File: src/core/bst_params.svh
`ifndef BST_PARAMS_SVH
`define BST_PARAMS_SVH

// instruction codes (3-bit instruction register)
`define BST_IR_WIDTH        3
`define BST_INS_EXTEST      3'h0
`define BST_INS_IDCODE      3'h1
`define BST_INS_SAMPLE_Z    3'h2
`define BST_INS_SAMPLE_PRE  3'h4
`define BST_INS_BYPASS      3'h7
// capture pattern for the two low instruction bits
`define BST_IR_CAPTURE      3'h1
// reset value of the instruction register
`define BST_IR_RESET        3'h1
// identification register width and arbitrary identity value
`define BST_ID_WIDTH        32
`define BST_ID_VALUE        32'h0a5a5001
// default boundary register length
`define BST_BSR_LEN         8
// rising test clock edges with mode select high that reach reset from any state
`define BST_RESET_EDGES     5

`endif

File: src/core/bst_pkg.sv
`default_nettype none
package bst_pkg;

  typedef enum logic [3:0] {
    ST_RESET      = 4'h0,
    ST_IDLE       = 4'h1,
    ST_SEL_DR     = 4'h2,
    ST_CAP_DR     = 4'h3,
    ST_SHIFT_DR   = 4'h4,
    ST_EXIT1_DR   = 4'h5,
    ST_PAUSE_DR   = 4'h6,
    ST_EXIT2_DR   = 4'h7,
    ST_UPDATE_DR  = 4'h8,
    ST_SEL_IR     = 4'h9,
    ST_CAP_IR     = 4'ha,
    ST_SHIFT_IR   = 4'hb,
    ST_EXIT1_IR   = 4'hc,
    ST_PAUSE_IR   = 4'hd,
    ST_EXIT2_IR   = 4'he,
    ST_UPDATE_IR  = 4'hf
  } bst_state_type;

endpackage : bst_pkg
`default_nettype wire

File: src/core/bst_sync.sv
`timescale 1ns/1ns
`default_nettype none
// two-flop synchroniser with a chosen reset level
module bst_sync #(
  parameter logic RST_VAL = 1'b0
) (
  // clock and reset
  input  wire logic clk_sys,
  input  wire logic resetn,
  // level in and out
  input  wire logic din,
  output logic      dout
);

  logic meta_q;
  logic sync_q;

  always_ff @(posedge clk_sys or negedge resetn) begin
    if (!resetn) begin
      meta_q <= RST_VAL;
      sync_q <= RST_VAL;
    end else begin
      meta_q <= din;
      sync_q <= meta_q;
    end
  end

  assign dout = sync_q;

endmodule : bst_sync
`default_nettype wire

File: src/core/bst_tap.sv
`timescale 1ns/1ns
`default_nettype none
`include "bst_params.svh"

//////////////////////////////////////////////////////////////////////////////
// Summary of operation
// standard sixteen-state test port controller stepped by mode select
// controller with instruction, boundary, bypass and identification registers
// all test inputs taken on rising test clock; test clock drives tap only
// all test outputs, serial output included, change on falling test clock
// mode select sampled each rising test clock edge steers state changes
// mode select pulled up internally; open pin reads high
// serial input pulled up internally; may stay unconnected
// exactly one register between serial in and out, chosen by instruction
// serial input feeds register msb; serial output taken from register lsb
// serial output enabled only in shift states, otherwise released
// mode select high for five rising edges puts controller in reset
// tap reset never touches memory function
// power-up resets tap so serial output starts released
// board disables port by holding test clock low, output open
// three-bit instruction register loads identify at power-up and reset state
// capture-instruction loads binary 01 into two low instruction bits
// bypass register is one bit, minimal path when bypass selected
// identify instruction: capture hardwired code, shift it out in shift-data
// instruction and data updates take effect on falling test clock edge
module bst_tap #(
  parameter int BSR_LEN = `BST_BSR_LEN
) (
  // system clock and reset
  input  wire logic               clk_sys,
  input  wire logic               resetn,
  // test port pins
  input  wire logic               tck,
  input  wire logic               tms,
  input  wire logic               tms_pu_n,
  input  wire logic               tdi,
  input  wire logic               tdi_pu_n,
  output logic                    tdo_o,
  output logic                    tdo_oe,
  // memory pin ring
  input  wire logic [BSR_LEN-1:0] ring_in,
  output logic [BSR_LEN-1:0]      bsr_out,
  output logic                    extest_en,
  output logic                    out_hiz
);

  // the shift path needs at least two cells to split msb and lsb
  if (BSR_LEN < 2) begin : g_bad_len
    $error("boundary register too short");
  end

  //////////////////////////////////////////////////////////////////////////////
  // pin sampling; an open pin (pull-up enable high) reads high
  logic tck_s;
  logic tms_s;
  logic tdi_s;
  logic tms_pin;
  logic tdi_pin;

  assign tms_pin = tms | tms_pu_n;
  assign tdi_pin = tdi | tdi_pu_n;

  bst_sync #(.RST_VAL(1'b0)) u_sync_tck (
    .clk_sys(clk_sys), .resetn(resetn), .din(tck), .dout(tck_s));
  bst_sync #(.RST_VAL(1'b1)) u_sync_tms (
    .clk_sys(clk_sys), .resetn(resetn), .din(tms_pin), .dout(tms_s));
  bst_sync #(.RST_VAL(1'b1)) u_sync_tdi (
    .clk_sys(clk_sys), .resetn(resetn), .din(tdi_pin), .dout(tdi_s));

  // ring bits live in the memory domain; a bit moving at capture may read either way
  logic [BSR_LEN-1:0] ring_s;

  for (genvar gi = 0; gi < BSR_LEN; gi++) begin : g_ring_sync
    bst_sync #(.RST_VAL(1'b0)) u_sync_ring (
      .clk_sys(clk_sys), .resetn(resetn), .din(ring_in[gi]), .dout(ring_s[gi]));
  end

  // edge detection; a test clock held low yields no edges at all
  logic tck_q;
  logic rise;
  logic fall;

  assign rise = tck_s & ~tck_q;
  assign fall = ~tck_s & tck_q;

  //////////////////////////////////////////////////////////////////////////////
  // controller state
  bst_pkg::bst_state_type st_q;
  bst_pkg::bst_state_type st_d;

  always_comb begin
    st_d = st_q;
    if (rise) begin
      unique case (st_q)
        bst_pkg::ST_RESET:     st_d = tms_s ? bst_pkg::ST_RESET   : bst_pkg::ST_IDLE;
        bst_pkg::ST_IDLE:      st_d = tms_s ? bst_pkg::ST_SEL_DR  : bst_pkg::ST_IDLE;
        bst_pkg::ST_SEL_DR:    st_d = tms_s ? bst_pkg::ST_SEL_IR  : bst_pkg::ST_CAP_DR;
        bst_pkg::ST_CAP_DR:    st_d = tms_s ? bst_pkg::ST_EXIT1_DR : bst_pkg::ST_SHIFT_DR;
        bst_pkg::ST_SHIFT_DR:  st_d = tms_s ? bst_pkg::ST_EXIT1_DR : bst_pkg::ST_SHIFT_DR;
        bst_pkg::ST_EXIT1_DR:  st_d = tms_s ? bst_pkg::ST_UPDATE_DR : bst_pkg::ST_PAUSE_DR;
        bst_pkg::ST_PAUSE_DR:  st_d = tms_s ? bst_pkg::ST_EXIT2_DR : bst_pkg::ST_PAUSE_DR;
        bst_pkg::ST_EXIT2_DR:  st_d = tms_s ? bst_pkg::ST_UPDATE_DR : bst_pkg::ST_SHIFT_DR;
        bst_pkg::ST_UPDATE_DR: st_d = tms_s ? bst_pkg::ST_SEL_DR  : bst_pkg::ST_IDLE;
        // five high edges reach reset from any state
        bst_pkg::ST_SEL_IR:    st_d = tms_s ? bst_pkg::ST_RESET   : bst_pkg::ST_CAP_IR;
        bst_pkg::ST_CAP_IR:    st_d = tms_s ? bst_pkg::ST_EXIT1_IR : bst_pkg::ST_SHIFT_IR;
        bst_pkg::ST_SHIFT_IR:  st_d = tms_s ? bst_pkg::ST_EXIT1_IR : bst_pkg::ST_SHIFT_IR;
        bst_pkg::ST_EXIT1_IR:  st_d = tms_s ? bst_pkg::ST_UPDATE_IR : bst_pkg::ST_PAUSE_IR;
        bst_pkg::ST_PAUSE_IR:  st_d = tms_s ? bst_pkg::ST_EXIT2_IR : bst_pkg::ST_PAUSE_IR;
        bst_pkg::ST_EXIT2_IR:  st_d = tms_s ? bst_pkg::ST_UPDATE_IR : bst_pkg::ST_SHIFT_IR;
        bst_pkg::ST_UPDATE_IR: st_d = tms_s ? bst_pkg::ST_SEL_DR  : bst_pkg::ST_IDLE;
      endcase
    end
  end

  //////////////////////////////////////////////////////////////////////////////
  // shift registers (rising edge) and update latches (falling edge)
  logic [`BST_IR_WIDTH-1:0] irs_q, irs_d;   // instruction shift stage
  logic [`BST_IR_WIDTH-1:0] ir_q,  ir_d;    // current instruction
  logic                     byp_q, byp_d;
  logic [`BST_ID_WIDTH-1:0] ids_q, ids_d;
  logic [BSR_LEN-1:0]       bsr_q, bsr_d;
  logic [BSR_LEN-1:0]       upd_q, upd_d;
  logic                     tdo_q, tdo_d;
  logic                     oe_q,  oe_d;
  logic                     ext_q, ext_d;
  logic                     hiz_q, hiz_d;
  logic                     dr_bsr;
  logic                     dr_id;
  logic                     sel_out;

  // unknown codes fall back to bypass
  assign dr_bsr = (ir_q == `BST_INS_EXTEST) || (ir_q == `BST_INS_SAMPLE_Z) ||
                  (ir_q == `BST_INS_SAMPLE_PRE);
  assign dr_id  = (ir_q == `BST_INS_IDCODE);

  always_comb begin
    irs_d = irs_q;
    ir_d  = ir_q;
    byp_d = byp_q;
    ids_d = ids_q;
    bsr_d = bsr_q;
    upd_d = upd_q;
    tdo_d = tdo_q;
    oe_d  = oe_q;
    ext_d = ext_q;
    hiz_d = hiz_q;
    sel_out = 1'b0;
    if (rise) begin
      unique case (st_q)
        bst_pkg::ST_CAP_IR:   irs_d = `BST_IR_CAPTURE;
        bst_pkg::ST_SHIFT_IR: irs_d = {tdi_s, irs_q[`BST_IR_WIDTH-1:1]};
        bst_pkg::ST_CAP_DR: begin
          byp_d = 1'b0;
          if (dr_id) ids_d = `BST_ID_VALUE;
          if (dr_bsr) bsr_d = ring_s;
        end
        bst_pkg::ST_SHIFT_DR: begin
          if (dr_id) ids_d = {tdi_s, ids_q[`BST_ID_WIDTH-1:1]};
          else if (dr_bsr) bsr_d = {tdi_s, bsr_q[BSR_LEN-1:1]};
          else byp_d = tdi_s;
        end
        default: ;
      endcase
    end
    if (fall) begin
      if (st_q == bst_pkg::ST_SHIFT_IR) sel_out = irs_q[0];
      else if (dr_id) sel_out = ids_q[0];
      else if (dr_bsr) sel_out = bsr_q[0];
      else sel_out = byp_q;
      tdo_d = sel_out;
      oe_d  = (st_q == bst_pkg::ST_SHIFT_IR) || (st_q == bst_pkg::ST_SHIFT_DR);
      if (st_q == bst_pkg::ST_RESET) begin
        ir_d  = `BST_IR_RESET;
        upd_d = '0;
        ext_d = 1'b0;
        hiz_d = 1'b0;
      end else if (st_q == bst_pkg::ST_UPDATE_IR) begin
        ir_d  = irs_q;
        ext_d = (irs_q == `BST_INS_EXTEST);
        hiz_d = (irs_q == `BST_INS_SAMPLE_Z);
      end else if (st_q == bst_pkg::ST_UPDATE_DR && dr_bsr) begin
        upd_d = bsr_q;
      end
    end
  end

  // tap reset only touches test logic, never the memory path
  always_ff @(posedge clk_sys or negedge resetn) begin
    if (!resetn) begin
      tck_q <= 1'b0;
      st_q  <= bst_pkg::ST_RESET;
      irs_q <= `BST_IR_RESET;
      ir_q  <= `BST_IR_RESET;
      byp_q <= 1'b0;
      ids_q <= '0;
      bsr_q <= '0;
      upd_q <= '0;
      tdo_q <= 1'b0;
      oe_q  <= 1'b0;
      ext_q <= 1'b0;
      hiz_q <= 1'b0;
    end else begin
      tck_q <= tck_s;
      st_q  <= st_d;
      irs_q <= irs_d;
      ir_q  <= ir_d;
      byp_q <= byp_d;
      ids_q <= ids_d;
      bsr_q <= bsr_d;
      upd_q <= upd_d;
      tdo_q <= tdo_d;
      oe_q  <= oe_d;
      ext_q <= ext_d;
      hiz_q <= hiz_d;
    end
  end

  //////////////////////////////////////////////////////////////////////////////
  // outputs straight from flops
  assign tdo_o     = tdo_q;
  assign tdo_oe    = oe_q;
  assign bsr_out   = upd_q;
  assign extest_en = ext_q;
  assign out_hiz   = hiz_q;

endmodule : bst_tap
`default_nettype wire

File: config.mk
export PLATFORM = sky130hd
export DESIGN_NAME = bst_tap
export DESIGN_NICKNAME = d
export VERILOG_FILES = /design/src/core/bst_pkg.sv /design/src/core/bst_sync.sv /design/src/core/bst_tap.sv
export VERILOG_INCLUDE_DIRS = /design/src /design/src/core
export SDC_FILE = /design/constraint.sdc
export NUM_CORES = 1
export LEC_CHECK = 0
export BUFFER_PORTS_ARGS = -buffer_cell sky130_fd_sc_hd__buf_2
export CORE_ASPECT_RATIO = 0.9
export CORE_UTILIZATION = 40
export CTS_CLUSTER_DIAMETER = 40
export DETAILED_ROUTE_END_ITERATION = 7
export SLEW_MARGIN = 20
export SYNTH_ARGS = -nofsm -noshare
export SYNTH_HDL_FRONTEND = slang
export SYNTH_SLANG_ARGS = --single-unit
export TNS_END_PERCENT = 30
File: constraint.sdc
create_clock -name clk_sys -period 5.3 [get_ports clk_sys]
set_input_delay 0.265 -clock clk_sys [delete_from_list [all_inputs] [get_ports clk_sys]]
set_output_delay 0.265 -clock clk_sys [all_outputs]
set_load 0.005 [all_outputs]
# Word level (Yosys, flattened, before mapping)
# Cells that the tools add are included.
[op_classes]
mul = 0
bitwise = 6
shifts = 0
eq_ne = 26
div_mod_pow = 0
addsub = 0
n_reduce_logical = 20
n_mux = 36
order_cmp = 0
[op_table]
columns = ["operator", "n"]
rows = [
  ["two-way mux 32 bit", 2],
  ["one-hot mux 32 bit (2 select lines)", 1],
  ["two-way mux 8 bit", 6],
  ["one-hot mux 4 bit (12 select lines)", 1],
  ["== test 4 bit (second input constant)", 8],
  ["== test 4 x 3 -> 1 bit (second input constant)", 4],
  ["two-way mux 4 bit", 4],
  ["one-hot mux 8 bit (2 select lines)", 1],
  ["!= test 2 bit (second input constant)", 7],
  ["two-way mux 1 bit", 12],
  ["two-way mux 3 bit", 4],
  ["== test 4 x 2 -> 1 bit (second input constant)", 2],
  ["AND reduction 4 bit", 2],
  ["nonzero test 2 bit", 4],
  ["== test 3 x 2 -> 1 bit (second input constant)", 2],
  ["zero test 3 bit", 2],
  ["two-way mux 2 bit", 3],
  ["one-hot mux 3 bit (2 select lines)", 1],
  ["AND reduction 5 bit", 1],
  ["== test 4 x 1 -> 1 bit (second input constant)", 1],
  ["zero test 4 bit", 1],
  ["AND reduction 2 bit", 2],
  ["OR reduction 2 bit", 2],
  ["== test 3 x 1 -> 1 bit (second input constant)", 1],
  ["other kinds (9)", 14],
]
[totals]
latchBits = 0
mem_bits_rw = 0
out_inout_bits = 12
n_memories = 0
input_bits = 15
elab_cells = 122
romBits = 0
reg_bits = 86

# Longest topological paths before layout
[logic_depth]
ltp_word = 7
ltp_mapped = 6
depth_no_buf = 4

# Modules after synthesis
# A second synthesis with hierarchy kept.
[hier_totals]
cells_unflattened = 267
area_unflattened_um2 = 3367.0
[by_module_without_submodules]
columns = ["module", "cells_per_inst", "area_per_inst_um2", "n_inst", "seq_area_each_um2"]
rows = [
  ["bst_tap", 245, 2811.4, 1, 1604.0],
  ["bst_sync at g_ring_sync[0].u_sync_ring ...", 2, 50.0, 9, 50.0],
  ["bst_sync at u_sync_tdi ...", 2, 52.6, 2, 52.6],
]

# Worst setup path after synthesis
# No wires, ideal clock.
[synth_path]
path_kind = "register -> register"
start = "register st_q[3]"
end = "register ext_q (netlist: extest_en)"
stages_incl_launch_ff = 6
setup_ns = 0.074
t_arrival_ns = 1.776
required_ns = 5.226
slack_ns = 3.450
synth_period_minus_slack_ns = 1.850
path_buffers = 1
cell_sequence = "dfrtp_1 buf_6 or4_4 a21o_4 or4_4 o21ai_2"
[synth_via]
elab_chain_len = 3
elab_cells_between_ends = 5
classes_between = "eq/ne: 1; mux: 1; reduce/logical: 3"
[synth_rtl]
columns = ["element", "line_no", "rtl"]
rows = [
  ["start: declaration", "bst_tap.sv:88", "bst_pkg::bst_state_type st_q;"],
  ["start signal: assignment", "bst_tap.sv:192", "st_q <= bst_pkg::ST_RESET;"],
  ["start signal: assignment", "bst_tap.sv:205", "st_q <= st_d;"],
  ["== test 4 bit or zero test 4 bit (tied branches)", "bst_tap.sv:178, bst_tap.sv:173", ""],
  ["nonzero test 2 bit (no line)", "--", ""],
  ["AND reduction 2 bit (no line)", "--", ""],
  ["end signal: assignment", "bst_tap.sv:214", "ext_q <= ext_d;"],
  ["end: declaration", "bst_tap.sv:126", "logic ext_q, ext_d;"],
]
# Parallel ways exist; a longest one is shown, timed or not.
# A chain may end at the register's enable or synchronous reset.

# Final worst setup path
[layout_path]
start = "register st_q[2]"
end = "register ids_q[11]"
[layout_via]
elab_chain_len = 3
elab_cells_between_ends = 7
classes_between = "eq/ne: 4; mux: 1; reduce/logical: 2"
[layout_rtl]
columns = ["element", "line_no", "rtl"]
rows = [
  ["== test 4 x 2 -> 1 bit or == test 4 x 3 -> 1 bit (tied branches)", "bst_tap.sv:150", "unique case (st_q)"],
  ["!= test 2 bit (no line) or nonzero test 2 bit (tied branches)", "--", ""],
  ["AND reduction 4 bit (no line)", "--", ""],
  ["end signal: assignment", "bst_tap.sv:209", "ids_q <= ids_d;"],
  ["end: declaration", "bst_tap.sv:121", "logic [`BST_ID_WIDTH-1:0] ids_q, ids_d;"],
]
# Parallel ways exist; a longest one is shown, timed or not.

==> key figures <==
Pwr
  • Psw: 0.590 mW
  • P_int: 1.18 mW
  • VDD IR max: 0.000202 V
  • Combinational power share: 21.9%
  • Leak: 1.75 nW
  • Power Dens Cells: 463 nW/um^2
  • Seq pwr share: 53.9%
  • Sw Share: 33.3%
  • Total Power: 1.77 mW
  • Clock power frac: 24.3%

Synth
  • Mapped Cells: 268
  • Top-area cell type share of the netlist area: 60.1%
  • Mapped Nets: 283
  • Syn_area_per_cell: 12.4 um^2
  • Distinct cells, synth: 41
  • FF+latch count, synth: 86
  • Synth area leaders: dfrtp_1, a22o_1, dfstp_2
  • Synthesized cell area: 3330 um^2
  • Seq/Total Area, Yosys: 64.9%
  • Yosys warns: 0
  • Post-synth top area cell: dfrtp_1

Critical path
  • Critical-path top delay cell: and3_1
  • Worst Path Max Fanout: 22
  • Max incr delay on CP: 0.72 ns
  • Cell Chain, Critical Path: nor4b_2 -> buf_4 -> and3_1 -> a22o_1
  • CP endpoint kind: flop
  • CP arrival: 2.51 ns
  • CP Class: flop to flop
  • Critical path buffers and inverters: 1
  • Delay-heaviest family, CP: simple AND/OR/NAND/NOR gates
  • CP Launch Type: flop
  • Worst EP required: 5.59 ns

STA
  • Endpoints failing setup: 0
  • Worst Tran Pin Value: 0.982 ns
  • RSZ-0062 raised after global routing: false
  • Clock Skews: 0.00868 ns
  • Final hold violation count: 0
  • Hold WS: 0.0984 ns
  • Final worst slack: 3.08 ns
  • Slew Viols, Final: 0
  • TNS Setup: 0 ns
  • FMAX: 450 MHz
  • Fin crit share: 41.9%
  • Slew margin rel.: 34.3%
  • Post-layout min period: 2.22 ns

Clocking
  • Clock transition at path regs: 0.09 ns
  • CTS Sinks: 86
  • CTS Buf Count: 9
  • H-tree depth: 3
  • Latest clock arrival within the worst-skew pair: 0.35 ns
  • TritonCTS clock tree: done
  • Max clock buf depth: 2
  • CTS Root Cell: clkbuf_8
  • Number of setup buffers added after CTS: 0

Floorplan
  • Die area: 8690 um^2
  • Core Box Area: 8070 um^2
  • Die Span Y: 88.6 um
  • Initial Util: 41.3%
  • Row cnt: 31
  • Die W: 98.2 um
  • IO Count: 27

Final layout
  • Area Overhead vs Synth: 14.8%
  • Nets: 315
  • Most frequent cells in the layout: dfrtp_1, nand2_1, a22o_1
  • Share of layout cells above drive strength 1: 19.7%
  • Ant. Diodes: 0
  • Post-layout util: 47.4%
  • Commonest non-fill, non-tap cell in the layout: dfrtp_1

Global route
  • Grt ovf: 0
  • First-pass GRT wire length: 9.93 mm
  • Initial antenna violation count: 0
  • Number of global-route vias before repair: 1969
  • Largest net degree at the start of global routing: 87
  • GRT Overall Usage: 15.0%

Routing
  • Antenna Nets Post-Route: 0
  • Post-DR vias/cell: 5.24
  • Wirelength per Cell: 14.7 um
  • Drt pass-1 iters: 4
  • Via Count: 2116
  • WL final: 5.93 mm
  • Number of remaining DRC errors: 0
  • Initial DRC count: 89

Run
  • Max Cap Violations: 0

Place
  • Final GP Congestion: 0.766
  • Worst slack, placed: 3.07 ns
  • Buffers on Ports: 26
  • Detail Placement HPWL: 3.63 mm

Hold path
  • Hold Path Class: primary input to flop

Outcome
  • Status: completed
stage by stage:
step	cell area, um^2	std cells
after floorplan	3330	268
after detailed placement	3530	378
final	3820	404
after global placement	3530	378
after CTS	3800	402
after global routing	3820	404
per-layer routing:
metal	vias up	wire length (um)	track usage [%]	part of all wire (%)
met5	-	0	0	0
met4	0	62	4.88	1.0
met3	6	183	4.58	3.1
met2	31	2560	21.5	43
met1	1031	3120	21.8	53
li1	1048	-	-	-
cell type report:
class                   count  area (um^2)
clock buffers               9          124
inverters                   3         11.3
fillers                   751         4240
flip-flops and latches     86         2160
repair buffers             38          251
clock inverters             7         63.8
multi-input cells         162         1090
well taps                  99          124
sequential cells by signal, indices dropped and copies added (netlist names), 3 cells and up:
signal                          flops
ids_q                              32
bsr_out                             8
bsr_q                               8
g_ring_sync.u_sync_ring.dout        8
g_ring_sync.u_sync_ring.meta_q      8
st_q                                4
ir_q                                3
irs_q                               3
final timing paths:
path / from / end / slack [ns] / cells after the start
min in group asynchronous: resetn / extest_en$_DFFE_PN0P_ / 0.49 / 2
setup reg to reg: st_q[2]$_DFFE_PN0P_ / ids_q[11]$_DFFE_PN0P_ / 3.08 / 4
max in group asynchronous: resetn / st_q[0]$_DFFE_PN0P_ / 4.26 / 2
setup / recovery: st_q[2]$_DFFE_PN0P_ / ids_q[11]$_DFFE_PN0P_ / 3.08 / 4
hold / removal: tdi / u_sync_tdi.meta_q$_DFF_PN1_ / 0.1 / 2
hold reg to reg: g_ring_sync[2].u_sync_ring.meta_q$_DFF_PN0_ / g_ring_sync[2].u_sync_ring.dout$_DFF_PN0_ / 0.35 / 0
Yosys cell counts (all sizes together):
library cell,count
or3b,1
nand3,1
dfstp,6
nor4b,1
mux2i,9
o211ai,2
nor2,7
and4b,1
o221ai,2
o21a,1
a311oi,1
nor4,3
xor2,1
a31oi,2
and3b,2
a2bb2oi,2
nand2,31
a22o,30
buf,5
a22oi,1
nor3b,3
nand4,3
o21ai,23
or4,2
a21boi,1
a21o,3
nor2b,2
and3,2
o2bb2ai,1
o22a,9
nand2b,3
a21oi,7
or2,3
o31ai,2
inv,3
dfrtp,80
clkbuf,12
cell families (layout without fill, tap and decap cells):
| kind of cell | after synthesis | count (layout) | synth area share (%) |
|---|---|---|---|
| compound gates | 87 | 87 | 19.4 |
| xor+xnor | 1 | 1 | 0.263 |
| buf+inv | 20 | 57 | 2.59 |
| flops | 86 | 86 | 64.9 |
| mux | 9 | 9 | 2.71 |
| simple gates | 65 | 65 | 10.1 |
power by group through the flow:
stage	logic (mW)	registers, mW	clock network [mW]
after floorplan	0.345	0.883	0
after CTS	0.392	0.952	0.444
final	0.387	0.953	0.430
after detailed placement	0.385	0.964	0
after global routing	0.438	0.979	0.478
after global placement	0.374	0.960	0
what timing repair did:
item / CTS / global route
hold endpoints to repair: 8 / 3
hold buffers: 8 / 2
gates resized for setup: 0 / 0
Note: power is estimated with default switching activity, not from simulation.
